--- config.mk ---
export PLATFORM = sky130hd
export DESIGN_NAME = tac_control
export DESIGN_NICKNAME = d
export VERILOG_FILES = /design/src/pkg/tac_pkg.sv /design/src/rtl/tac_settle_timer.sv /design/src/rtl/tac_control.sv
export SDC_FILE = /design/constraint.sdc
export NUM_CORES = 1
export LEC_CHECK = 0
export ABC_AREA = 1
export BUFFER_PORTS_ARGS = -buffer_cell sky130_fd_sc_hd__buf_2
export CAP_MARGIN = 20
export CELL_PAD_IN_SITES_DETAIL_PLACEMENT = 1
export CELL_PAD_IN_SITES_GLOBAL_PLACEMENT = 2
export CORE_AREA = 8 8 165 167
export CTS_BUF_LIST = sky130_fd_sc_hd__clkbuf_4
export CTS_CLUSTER_SIZE = 24
export DETAILED_ROUTE_END_ITERATION = 7
export DIE_AREA = 0 0 173 175
export GPL_TIMING_DRIVEN = 0
export MAX_ROUTING_LAYER = met4
export PLACE_DENSITY = 0.76
export SLEW_MARGIN = 15
export SYNTH_ARGS = -nofsm -noshare
export SYNTH_HDL_FRONTEND = slang
export SYNTH_HIERARCHICAL = 1
export SYNTH_SLANG_ARGS = --single-unit
--- constraint.sdc ---
create_clock -name clock -period 2.3 [get_ports clock]
set_clock_uncertainty 0.1 [all_clocks]
set_input_delay 0.23 -clock clock [delete_from_list [all_inputs] [get_ports clock]]
set_output_delay 0.23 -clock clock [all_outputs]
set_load 0.02 [all_outputs]
--- src/pkg/tac_pkg.sv ---
package tac_pkg;

  // ************************************************************
  // Register location and field layout
  // ************************************************************
  localparam logic [1:0] CTRL_PAGE = 2'h1;
  localparam logic [5:0] CTRL_ADDR = 6'h00;
  localparam int PEN_BIT   = 15;
  localparam int STOP_BIT  = 14;
  localparam int FUNC_HI   = 13;
  localparam int FUNC_LO   = 10;
  localparam int RES_HI    = 9;
  localparam int RES_LO    = 8;
  localparam int AVG_HI    = 7;
  localparam int AVG_LO    = 6;
  localparam int CCLK_HI   = 5;
  localparam int CCLK_LO   = 4;
  localparam int SETTLE_HI = 3;
  localparam int SETTLE_LO = 1;

  // ************************************************************
  // Reset values
  // ************************************************************
  localparam logic       MODE_RST   = 1'b0;
  localparam logic       STOP_RST   = 1'b0;
  localparam logic [3:0] FUNC_RST   = 4'h0;
  localparam logic [1:0] RES_RST    = 2'h0;
  localparam logic [1:0] AVG_RST    = 2'h0;
  localparam logic [1:0] CCLK_RST   = 2'h0;
  localparam logic [2:0] SETTLE_RST = 3'h0;
  localparam logic       RSVD_READ  = 1'b0;

  // ************************************************************
  // Function codes, measurements, panel driver patterns
  // ************************************************************
  typedef enum logic [3:0] {
    FN_INVALID = 4'h0, FN_SCAN_XY = 4'h1, FN_SCAN_XYZ = 4'h2,
    FN_X = 4'h3, FN_Y = 4'h4, FN_Z = 4'h5, FN_BATTERY_ONE_RESULT = 4'h6,
    FN_BATTERY_TWO_RESULT = 4'h7, FN_AUXILIARY_ONE_RESULT = 4'h8, FN_AUXILIARY_TWO_RESULT = 4'h9,
    FN_TEMP1 = 4'ha, FN_PORT = 4'hb, FN_TEMP2 = 4'hc,
    FN_DRV_X = 4'hd, FN_DRV_Y = 4'he, FN_DRV_YX = 4'hf
  } tac_func_t;

  // Measurement code doubles as result register index on page 0
  typedef enum logic [3:0] {
    M_X = 4'h0, M_Y = 4'h1, M_Z1 = 4'h2, M_Z2 = 4'h3,
    M_BATTERY_ONE_RESULT = 4'h4, M_BATTERY_TWO_RESULT = 4'h5, M_AUXILIARY_ONE_RESULT = 4'h6, M_AUXILIARY_TWO_RESULT = 4'h7,
    M_TEMP1 = 4'h8, M_TEMP2 = 4'h9
  } tac_meas_t;

  // Driver enables ordered {x_pos, x_neg, y_pos, y_neg}
  localparam logic [3:0] DRV_OFF = 4'h0;
  localparam logic [3:0] DRV_X   = 4'hc;
  localparam logic [3:0] DRV_Y   = 4'h3;
  localparam logic [3:0] DRV_YX  = 4'h6;

  localparam logic [1:0] RES_8  = 2'h1;
  localparam logic [1:0] RES_10 = 2'h2;
  localparam logic [1:0] AVG_4  = 2'h1;
  localparam logic [1:0] AVG_8  = 2'h2;
  localparam logic [1:0] AVG_16 = 2'h3;

  // ************************************************************
  // Timing
  // ************************************************************
  localparam int CLK_PERIOD_NS = 20;
  localparam int T_100US_NS    = 100_000;
  localparam int T_500US_NS    = 500_000;
  localparam int T_1MS_NS      = 1_000_000;
  localparam int T_5MS_NS      = 5_000_000;
  localparam int T_10MS_NS     = 10_000_000;
  localparam int T_50MS_NS     = 50_000_000;
  localparam int T_100MS_NS    = 100_000_000;
  localparam int TMR_W         = 23;

endpackage : tac_pkg

--- src/rtl/tac_settle_timer.sv ---
`timescale 1ns/1ps
// ************************************************************
// Panel settling down-counter
// ************************************************************
module tac_settle_timer
  import tac_pkg::*;
(
  input  wire logic             clock,
  input  wire logic             rst,
  input  wire logic             ce,
  input  wire logic             load,
  input  wire logic [TMR_W-1:0] load_val,
  output logic                  expired
);

  logic [TMR_W-1:0] cnt_q;
  logic [TMR_W-1:0] cnt_d;

  // Load wins over counting; zero means no wait at all
  always_comb
  begin
    cnt_d = cnt_q;
    if (load)
      cnt_d = load_val;
    else if (cnt_q != '0)
      cnt_d = cnt_q - TMR_W'(1);
  end

  always_ff @(posedge clock or posedge rst)
  begin
    if (rst)
      cnt_q <= '0;
    else if (ce)
      cnt_q <= cnt_d;
  end

  assign expired = (cnt_q == '0);

endmodule : tac_settle_timer

--- src/rtl/tac_control.sv ---
`timescale 1ns/1ps
// Functional notes
// - Bit 15 reads 1 while the panel is touched, 0 otherwise.
// - Bit 15 written 0 means host-run scans, 1 means self-run on touch.
// - Bit 14 reads 0 while converting, 1 when idle, 1 after reset.
// - Writing 1 to bit 14 aborts everything and powers the converter down.
// - Writing 0 to bit 14 runs normally; scans repeat until pen lifts.
// - Bits 13:10 pick the function; code 0 is invalid and writes nothing.
// - Code 1 repeatedly converts X then Y.
// - Code 2 repeatedly converts X, Y, Z1 and Z2.
// - Codes 3, 4, 5 convert X alone, Y alone, or Z1 and Z2 once.
// - Codes 6 to 9 convert battery one, two, auxiliary one, two.
// - Code 10 measures temperature one, code 12 differential temperature two.
// - Code 11 scans both battery and both auxiliary inputs in turn.
// - Codes 13, 14, 15 only turn on X pair, Y pair, Y pos with X neg.
// - Bits 9:8 give 12-bit for 0 and 3, 8-bit for 1, 10-bit for 2.
// - One converter is shared; each result goes to its own register.
// - Bits 7:6 average 1, 4, 8 or 16 conversions; busy until done.
// - Bits 5:4 select the conversion clock passed to the converter.
// - Self-run waits the bits 3:1 settling delay before sampling.
module tac_control
  import tac_pkg::*;
#(
  parameter int SETTLE_100US_CYC = (T_100US_NS+CLK_PERIOD_NS-1)/CLK_PERIOD_NS,
  parameter int SETTLE_500US_CYC = (T_500US_NS+CLK_PERIOD_NS-1)/CLK_PERIOD_NS,
  parameter int SETTLE_1MS_CYC   = (T_1MS_NS+CLK_PERIOD_NS-1)/CLK_PERIOD_NS,
  parameter int SETTLE_5MS_CYC   = (T_5MS_NS+CLK_PERIOD_NS-1)/CLK_PERIOD_NS,
  parameter int SETTLE_10MS_CYC  = (T_10MS_NS+CLK_PERIOD_NS-1)/CLK_PERIOD_NS,
  parameter int SETTLE_50MS_CYC  = (T_50MS_NS+CLK_PERIOD_NS-1)/CLK_PERIOD_NS,
  parameter int SETTLE_100MS_CYC = (T_100MS_NS+CLK_PERIOD_NS-1)/CLK_PERIOD_NS
)
(
  input  wire logic        clock,
  input  wire logic        rst,
  input  wire logic        ce,
  input  wire logic        pen_touch,
  input  wire logic        reg_wr_en,
  input  wire logic        reg_rd_en,
  input  wire logic [1:0]  reg_page,
  input  wire logic [5:0]  reg_addr,
  input  wire logic [15:0] reg_wdata,
  output logic      [15:0] reg_rdata,
  input  wire logic        conv_done,
  input  wire logic [11:0] conv_data,
  output logic             conv_start,
  output logic      [3:0]  conv_sel,
  output logic      [1:0]  conv_res,
  output logic      [1:0]  conv_clock_sel,
  output logic             adc_power_on,
  output logic             adc_busy,
  output logic      [3:0]  drv_en,
  output logic             result_wr,
  output logic      [3:0]  result_sel,
  output logic      [11:0] result_data
);

  // ************************************************************
  // Decode helpers
  // ************************************************************
  function automatic logic [3:0] meas_of(input logic [3:0] f,
                                         input logic [1:0] s);
    case (f)
      FN_SCAN_XY:  meas_of = (s == 2'h0) ? M_X : M_Y;
      FN_SCAN_XYZ: meas_of = (s == 2'h0) ? M_X : (s == 2'h1) ? M_Y :
                             (s == 2'h2) ? M_Z1 : M_Z2;
      FN_X:        meas_of = M_X;
      FN_Y:        meas_of = M_Y;
      FN_Z:        meas_of = (s == 2'h0) ? M_Z1 : M_Z2;
      FN_BATTERY_ONE_RESULT:     meas_of = M_BATTERY_ONE_RESULT;
      FN_BATTERY_TWO_RESULT:     meas_of = M_BATTERY_TWO_RESULT;
      FN_AUXILIARY_ONE_RESULT:     meas_of = M_AUXILIARY_ONE_RESULT;
      FN_AUXILIARY_TWO_RESULT:     meas_of = M_AUXILIARY_TWO_RESULT;
      FN_TEMP1:    meas_of = M_TEMP1;
      FN_TEMP2:    meas_of = M_TEMP2;
      FN_PORT:     meas_of = (s == 2'h0) ? M_BATTERY_ONE_RESULT : (s == 2'h1) ? M_BATTERY_TWO_RESULT :
                             (s == 2'h2) ? M_AUXILIARY_ONE_RESULT : M_AUXILIARY_TWO_RESULT;
      default:     meas_of = M_X;
    endcase
  endfunction : meas_of

  function automatic logic [1:0] last_step(input logic [3:0] f);
    case (f)
      FN_SCAN_XY, FN_Z:     last_step = 2'h1;
      FN_SCAN_XYZ, FN_PORT: last_step = 2'h3;
      default:              last_step = 2'h0;
    endcase
  endfunction : last_step

  function automatic logic is_conv(input logic [3:0] f);
    is_conv = (f >= FN_SCAN_XY) && (f <= FN_TEMP2);
  endfunction : is_conv

  function automatic logic [3:0] drive_of(input logic [3:0] m);
    case (m)
      M_X:        drive_of = DRV_X;
      M_Y:        drive_of = DRV_Y;
      M_Z1, M_Z2: drive_of = DRV_YX;
      default:    drive_of = DRV_OFF;
    endcase
  endfunction : drive_of

  function automatic logic [4:0] avg_total(input logic [1:0] a);
    case (a)
      AVG_4:   avg_total = 5'h04;
      AVG_8:   avg_total = 5'h08;
      AVG_16:  avg_total = 5'h10;
      default: avg_total = 5'h01;
    endcase
  endfunction : avg_total

  function automatic logic [2:0] avg_shift(input logic [1:0] a);
    case (a)
      AVG_4:   avg_shift = 3'h2;
      AVG_8:   avg_shift = 3'h3;
      AVG_16:  avg_shift = 3'h4;
      default: avg_shift = 3'h0;
    endcase
  endfunction : avg_shift

  // Results stay right-justified at the chosen width
  function automatic logic [2:0] res_shift(input logic [1:0] r);
    case (r)
      RES_8:   res_shift = 3'h4;
      RES_10:  res_shift = 3'h2;
      default: res_shift = 3'h0;
    endcase
  endfunction : res_shift

  function automatic logic [TMR_W-1:0] settle_cyc(input logic [2:0] c);
    case (c)
      3'h1:    settle_cyc = TMR_W'(SETTLE_100US_CYC);
      3'h2:    settle_cyc = TMR_W'(SETTLE_500US_CYC);
      3'h3:    settle_cyc = TMR_W'(SETTLE_1MS_CYC);
      3'h4:    settle_cyc = TMR_W'(SETTLE_5MS_CYC);
      3'h5:    settle_cyc = TMR_W'(SETTLE_10MS_CYC);
      3'h6:    settle_cyc = TMR_W'(SETTLE_50MS_CYC);
      3'h7:    settle_cyc = TMR_W'(SETTLE_100MS_CYC);
      default: settle_cyc = '0;
    endcase
  endfunction : settle_cyc

  // ************************************************************
  // Pen pin synchroniser
  // ************************************************************
  logic pen_meta_q;
  logic pen_q;

  // Pin is asynchronous to clock, two stages before any use
  always_ff @(posedge clock or posedge rst)
  begin
    if (rst)
    begin
      pen_meta_q <= 1'b0;
      pen_q      <= 1'b0;
    end
    else if (ce)
    begin
      pen_meta_q <= pen_touch;
      pen_q      <= pen_meta_q;
    end
  end

  // ************************************************************
  // Control register and sequencer
  // ************************************************************
  typedef enum logic [2:0] {
    ST_IDLE, ST_SETTLE, ST_START, ST_WAIT, ST_STORE
  } tac_state_t;

  tac_state_t       st_q,     st_d;
  logic             mode_q,   mode_d;
  logic             stop_q,   stop_d;
  logic [3:0]       func_q,   func_d;
  logic [1:0]       res_q,    res_d;
  logic [1:0]       avg_q,    avg_d;
  logic [1:0]       cclk_q,   cclk_d;
  logic [2:0]       settle_q, settle_d;
  logic [1:0]       step_q,   step_d;
  logic [4:0]       nconv_q,  nconv_d;
  logic [15:0]      acc_q,    acc_d;
  logic [15:0]      rdata_q,  rdata_d;
  logic [3:0]       drv_q,    drv_d;
  logic [3:0]       sel_q,    sel_d;
  logic             start_q,  start_d;
  logic             rwr_q,    rwr_d;
  logic [3:0]       rsel_q,   rsel_d;
  logic [11:0]      rdat_q,   rdat_d;
  logic             hit;
  logic             wr_hit;
  logic             abort;
  logic             go;
  logic             tmr_load;
  logic [TMR_W-1:0] tmr_val;
  logic             tmr_done;
  logic [3:0]       meas;
  logic [15:0]      avg_val;

  assign hit    = (reg_page == CTRL_PAGE) && (reg_addr == CTRL_ADDR);
  assign wr_hit = reg_wr_en && hit;
  assign abort  = wr_hit && reg_wdata[STOP_BIT];
  assign meas   = meas_of(func_q, step_q);

  // Host-run start on write, self-run start on touch while idle
  assign go = wr_hit && !reg_wdata[STOP_BIT] && !reg_wdata[PEN_BIT] &&
              is_conv(reg_wdata[FUNC_HI:FUNC_LO]) ||
              (st_q == ST_IDLE) && mode_q && !stop_q && pen_q &&
              (func_q >= FN_SCAN_XY) && (func_q <= FN_Z) && !wr_hit;

  always_comb
  begin
    mode_d   = mode_q;
    stop_d   = stop_q;
    func_d   = func_q;
    res_d    = res_q;
    avg_d    = avg_q;
    cclk_d   = cclk_q;
    settle_d = settle_q;
    st_d     = st_q;
    step_d   = step_q;
    nconv_d  = nconv_q;
    acc_d    = acc_q;
    start_d  = 1'b0;
    rwr_d    = 1'b0;
    rsel_d   = rsel_q;
    rdat_d   = rdat_q;
    tmr_load = 1'b0;
    tmr_val  = '0;
    avg_val  = acc_q >> avg_shift(avg_q);
    // Fields are stored verbatim; bit 0 is never kept
    if (wr_hit)
    begin
      mode_d   = reg_wdata[PEN_BIT];
      stop_d   = reg_wdata[STOP_BIT];
      func_d   = reg_wdata[FUNC_HI:FUNC_LO];
      res_d    = reg_wdata[RES_HI:RES_LO];
      avg_d    = reg_wdata[AVG_HI:AVG_LO];
      cclk_d   = reg_wdata[CCLK_HI:CCLK_LO];
      settle_d = reg_wdata[SETTLE_HI:SETTLE_LO];
    end
    // Readback carries live pen and idle status
    rdata_d = rdata_q;
    if (reg_rd_en && hit)
      rdata_d = {pen_q, st_q == ST_IDLE, func_q, res_q,
                 avg_q, cclk_q, settle_q, RSVD_READ};
    case (st_q)
      ST_IDLE:
      begin
        if (go)
        begin
          st_d     = ST_SETTLE;
          step_d   = 2'h0;
          tmr_load = 1'b1;
        end
      end
      ST_SETTLE:
      begin
        nconv_d = '0;
        acc_d   = '0;
        if (tmr_done)
          st_d = ST_START;
      end
      ST_START:
      begin
        start_d = 1'b1;
        st_d    = ST_WAIT;
      end
      ST_WAIT:
      begin
        if (conv_done)
        begin
          acc_d   = acc_q + 16'(conv_data);
          nconv_d = nconv_q + 5'h01;
          // Busy holds through every averaged conversion
          st_d = (nconv_d == avg_total(avg_q)) ? ST_STORE : ST_START;
        end
      end
      ST_STORE:
      begin
        rwr_d    = 1'b1;
        rsel_d   = meas;
        rdat_d   = 12'(avg_val) >> res_shift(res_q);
        tmr_load = 1'b1;
        if (step_q != last_step(func_q))
        begin
          step_d = step_q + 2'h1;
          st_d   = ST_SETTLE;
        end
        else if ((func_q == FN_SCAN_XY || func_q == FN_SCAN_XYZ) && pen_q)
        begin
          step_d = 2'h0;
          st_d   = ST_SETTLE;
        end
        else
        begin
          st_d     = ST_IDLE;
          tmr_load = 1'b0;
        end
      end
      default:
        st_d = ST_IDLE;
    endcase
    // Settle only panel measurements in self-run mode
    if (tmr_load && mode_d && meas_of(func_d, step_d) <= M_Z2)
      tmr_val = settle_cyc(settle_d);
    if (abort)
    begin
      st_d    = ST_IDLE;
      start_d = 1'b0;
      rwr_d   = 1'b0;
    end
    // Drive-only codes hold their pair while idle
    drv_d = (st_d == ST_IDLE) ? DRV_OFF : drive_of(meas_of(func_d, step_d));
    if (st_d == ST_IDLE && !stop_d)
      case (func_d)
        FN_DRV_X:  drv_d = DRV_X;
        FN_DRV_Y:  drv_d = DRV_Y;
        FN_DRV_YX: drv_d = DRV_YX;
        default:   drv_d = DRV_OFF;
      endcase
    sel_d = meas_of(func_d, step_d);
  end

  always_ff @(posedge clock or posedge rst)
  begin
    if (rst)
    begin
      st_q     <= ST_IDLE;
      mode_q   <= MODE_RST;
      stop_q   <= STOP_RST;
      func_q   <= FUNC_RST;
      res_q    <= RES_RST;
      avg_q    <= AVG_RST;
      cclk_q   <= CCLK_RST;
      settle_q <= SETTLE_RST;
      step_q   <= 2'h0;
      nconv_q  <= 5'h00;
      acc_q    <= 16'h0000;
      rdata_q  <= 16'h0000;
      drv_q    <= DRV_OFF;
      sel_q    <= 4'h0;
      start_q  <= 1'b0;
      rwr_q    <= 1'b0;
      rsel_q   <= 4'h0;
      rdat_q   <= 12'h000;
    end
    else if (ce)
    begin
      st_q     <= st_d;
      mode_q   <= mode_d;
      stop_q   <= stop_d;
      func_q   <= func_d;
      res_q    <= res_d;
      avg_q    <= avg_d;
      cclk_q   <= cclk_d;
      settle_q <= settle_d;
      step_q   <= step_d;
      nconv_q  <= nconv_d;
      acc_q    <= acc_d;
      rdata_q  <= rdata_d;
      drv_q    <= drv_d;
      sel_q    <= sel_d;
      start_q  <= start_d;
      rwr_q    <= rwr_d;
      rsel_q   <= rsel_d;
      rdat_q   <= rdat_d;
    end
  end

  tac_settle_timer u_settle (
    .clock    (clock),
    .rst      (rst),
    .ce       (ce),
    .load     (tmr_load),
    .load_val (tmr_val),
    .expired  (tmr_done)
  );

  // ************************************************************
  // Outputs
  // ************************************************************
  assign reg_rdata      = rdata_q;
  assign conv_start     = start_q;
  assign conv_sel       = sel_q;
  assign conv_res       = res_q;
  assign conv_clock_sel = cclk_q;
  assign adc_busy       = (st_q != ST_IDLE);
  assign adc_power_on   = (st_q != ST_IDLE); // Powered only while working
  assign drv_en         = drv_q;
  assign result_wr      = rwr_q;
  assign result_sel     = rsel_q;
  assign result_data    = rdat_q;

  // ************************************************************
  // Checks
  // ************************************************************
  logic [4:0] hcnt_q;

  // Counts converter starts of the group being averaged
  always_ff @(posedge clock or posedge rst)
  begin
    if (rst)
      hcnt_q <= 5'h00;
    else if (ce)
      hcnt_q <= (rwr_q || st_q == ST_IDLE) ? 5'h00 : hcnt_q + 5'(start_q);
  end

  chk_pen_readback: assert property (@(posedge clock) disable iff (rst)
    ce && reg_rd_en && hit |=> reg_rdata[PEN_BIT] == $past(pen_q))
    else $error("pen status readback wrong");
  chk_idle_readback: assert property (@(posedge clock) disable iff (rst)
    ce && reg_rd_en && hit |=> reg_rdata[STOP_BIT] == !$past(adc_busy))
    else $error("busy status readback wrong");
  chk_stop_abort: assert property (@(posedge clock) disable iff (rst)
    ce && abort |=> !adc_power_on && !conv_start && !result_wr)
    else $error("stop did not abort");
  chk_invalid_quiet: assert property (@(posedge clock) disable iff (rst)
    result_wr |-> $past(func_q) != FN_INVALID)
    else $error("invalid function wrote a result");
  chk_bit0_zero: assert property (@(posedge clock) disable iff (rst)
    ce && reg_rd_en && hit |=> reg_rdata[0] == RSVD_READ)
    else $error("reserved bit read nonzero");
  chk_field_readback: assert property (@(posedge clock) disable iff (rst)
    ce && wr_hit ##1 ce && reg_rd_en && hit |=>
    reg_rdata[FUNC_HI:RES_LO] == $past(reg_wdata[FUNC_HI:RES_LO], 2))
    else $error("function or resolution readback altered");
  chk_avg_count: assert property (@(posedge clock) disable iff (rst)
    result_wr && $stable(avg_q) |-> hcnt_q == avg_total(avg_q))
    else $error("averaged group has wrong conversion count");
  chk_drive_only: assert property (@(posedge clock) disable iff (rst)
    ce && st_q == ST_IDLE && !stop_q && func_q == FN_DRV_YX && !wr_hit
    |=> drv_en == DRV_YX && !conv_start)
    else $error("drive-only code wrong pattern");

endmodule : tac_control

==> impl_metrics.py <==
metrics = {
    "clock_network": {
        "cts.clk_slew.worst_paths_ps": 190,
        "cts_tree": "built",
        "insertion_delay_ps": 520,
        "clockRootBuffer": "clkbuf_4",
        "clkSinkCount": 107,
        "cts_buffers": 9,
        "htree_levels": 3,
        "clock_path_buffers": 2,
    },
    "timing": {
        "max_slew_margin_pct": 58.3,
        "setup-violations-final": 4,
        "tns_ps": -57.2,
        "fmax_mhz": 431,
        "fin_crit_ps": 2320,
        "holdWs_ps": 59.3,
        "worstMarginPinSlew_ps": 623,
        "hold_viol": 0,
        "finalCritPeriodShare_pct": 101,
        "rsz0062_at_grt": "true",
        "worst_slack_ps": -20.9,
        "slew_viol_final": 0,
    },
    "power_and_ir_drop": {
        "comb_power_share_pct": 48.9,
        "p_seq_share_pct": 35.3,
        "switching_share_pct": 46.8,
        "power_switching_mw": 3.36,
        "p_int_mw": 3.82,
        "peakVddDrop_mv": 0.260,
        "p_per_area_nw_per_um2": 711,
        "power_frac_clock_pct": 15.8,
        "power.leakage_nw": 4.94,
    },
    "layout": {
        "syn_to_final_growth_pct": 34.1,
        "layout_common_cells": "nand2_1 (280), inv_1 (112), dfrtp_1 (102)",
        "fin_nets": 1335,
        "fill_cells": 3122,
        "mostFrequentLayoutCell": "nand2_1",
        "layout-drive-gt1-share_pct": 30.1,
        "layout.cells.non_filler": 1606,
        "regArea_um2": 2680,
        "multi_input_area_um2": 4860,
    },
    "die": {
        "core-area_um2": 24700,
        "die_h_um": 175,
        "die-area_um2": 30300,
        "start_util_pct": 30.5,
        "rows": 58,
        "io_pins": 91,
        "fp.dieW_um": 173,
    },
    "worst_setup_path": {
        "critPathMaxStageDelay_ps": 440,
        "end_kind": "register",
        "path_max_fanout": 4,
        "required_ps": 2650,
        "crit_chain": "inv_2 -> ha_4 -> nand2_4 -> nor2_4 -> nand4_1 -> nor4_4 -> nand2_1 -> nand2_1 -> inv_1 -> nand2_2 -> nand2_2 -> nand2_2 -> nor2_2 -> nor2_4 -> nand3_2 -> a21oi_2",
        "cp_slowest_cell": "dfrtp_1",
        "start_kind": "register",
        "critPathArrivalTime_ps": 2680,
        "crit_path_frequent_cell": "nand2_2",
        "crit_type": "reg -> reg",
    },
    "run_status": {
        "status": "finished, violations left",
        "violations": "negative setup slack",
    },
    "placed_design": {
        "io_buffers": 87,
        "placed_cells": 1516,
        "globalplace.congestion": 0.842,
        "hpwl_um": 20600,
    },
    "route": {
        "viasPerCell": 4.94,
        "dr_total_vias": 7927,
        "drtPass1Iterations": 5,
        "route.antenna.remaining_nets": 0,
        "wl_per_cell_um": 17.0,
        "drtIter0Drc": 310,
        "drc": 0,
        "finalWirelength_um": 27300,
    },
    "logic_synthesis": {
        "yosysSeqAreaShare_pct": 35.6,
        "netlist_instances": 1092,
        "synth_enable_flop_cells": 0,
        "yosysUniqueCellTypes": 55,
        "synth_area_um2": 7530,
        "ys_async_sr_fraction_pct": 100,
        "synth_warnings": 6,
        "ys_ff_latch": 107,
        "avgSynthCellArea_um2": 6.89,
        "synthFlopType": "dfrtp_1",
    },
    "min_path": {
        "hold_class": "in -> reg",
    },
    "global_route": {
        "grt_pass1_vias": 8294,
        "antenna_found_initial": 2,
        "grt.overflow.total": 0,
        "grt_pass1_wl_um": 44200,
        "grt_max_degree": 34,
        "grt_use_total_pct": 18.2,
    },
    "flow_run": {
        "maxCapViolCount": 0,
    },
}
[layer usage]
layer	up-vias	global-route usage, %	routed length [µm]	share of wire, %
met1	3888	24.1	13500	49
li1	3901	-	-	-
met3	20	2.20	829	3.0
met5	-	-	0	0
met4	0	4.02	308	1.1
met2	118	29.6	12700	47
[cell families after synthesis]
group,share of synthesized area [%]
multiplexers,1.36
XOR/XNOR,0.582
AO/OA/AOI/OAI,15.5
other,0.0498
AND/OR/NAND/NOR,34.2
flip-flops,35.6
buffers and inverters,8.94
adder cells (fa/ha/maj),3.76
[power groups by stage]
stage	combinational [mW]	sequential, mW	clock (mW)
6_report	3.51	2.53	1.13
5_1_grt	3.91	2.59	1.23
4_1_cts	3.15	2.52	1.17
3_5_place_dp	2.87	2.56	0
3_3_place_gp	2.80	2.55	0
2_1_floorplan	2.01	2.57	0
[path summary, 6_finish.rpt]
path,endpoint,cells past startpoint,slack (ps),start
max in group asynchronous,func_q[2],5,1040,rst
min reg2reg,conv_sel[2],2,410,conv_sel[2]
max,drv_en[3],16,-20,u_settle/cnt_q[0]
min in group asynchronous,u_settle/cnt_q[19],3,180,rst
max reg2reg,drv_en[3],16,-20,u_settle/cnt_q[0]
min,acc_q[9],4,60,conv_data[9]
[cells in the mapped netlist, types with 4 or more instances]
library cell  count  area share [%]
o211ai_1          4            0.40
inv_1           122             6.1
o21ai_2          14             1.6
nand2_1         317              16
o22ai_1          10            0.83
mux2i_1           8             1.1
nor2_4            6            0.90
nand3_2           5            0.67
nand2_2          13             1.1
nand3b_1          5            0.50
a22o_1            5            0.58
nor3_1            5            0.33
inv_2            10            0.50
nor2_2           13             1.1
clkbuf_1         20             1.0
o21ai_1           4            0.27
a21oi_1          52             3.5
o21ai_0          91             6.1
nand2_4           5            0.75
nand3_1          73             4.9
nor2_1          110             5.5
dfrtp_1         107              36
nand4_1          15             1.2
ha_1             21             3.5
[worst max-delay path: cells and delay by family, from the launching register on]
family	cells	cell delay, ps
fa+ha+maj	1	160
simple gates	12	1300
flops	1	440
buf+inv	2	150
compound gates	1	120
[registers in the layout (all words and copies together), names as in the netlist, 2 cells and up]
register	cells
acc_q	16
conv_res	2
step_q	2
drv_en	4
reg_rdata	15
func_q	4
conv_sel	4
st_q	3
result_data	12
result_sel	4
avg_q	2
conv_clock_sel	2
u_settle/cnt_q	23
nconv_q	5
settle_q	3
[stage by stage]
stage | power (mW) | worst slack, ps | instance area [µm²] | util [%]
floorplan | 4.58 | 8.21 | 7540 | -
global placement | 5.36 | -760 | 8390 | 34.0
detailed placement | 5.42 | -835 | 8460 | 34.3
CTS | 6.84 | -125 | 9220 | 37.4
global route | 7.73 | -188 | 10100 | 40.9
finish | 7.18 | -20.9 | 10100 | 40.9
[timing repair]
| action | in CTS | in global routing |
|---|---|---|
| cloned | 0 | 4 |
| hold buffers | 16 | 0 |
| hold endpoints to repair | 62 | 0 |
| setup endpoints to repair | 58 | 54 |
| setup buffers | 20 | 33 |
| pin swaps | 29 | 49 |
| resized for setup | 96 | 156 |
[layout make-up]
cell class / count / area share [%]
Timing Repair Buffer: 163 / 11.6
Clock buffer: 9 / 0.670
Multi-Input combinational cell: 821 / 48.1
Sequential cell: 107 / 26.6
Antenna cell: 2 / 0.0496
Inverter: 137 / 5.49
Tap cell: 330 / 4.09
Clock inverter: 6 / 0.831
Buffer: 31 / 2.49
Power figures use the tool's default switching activity.
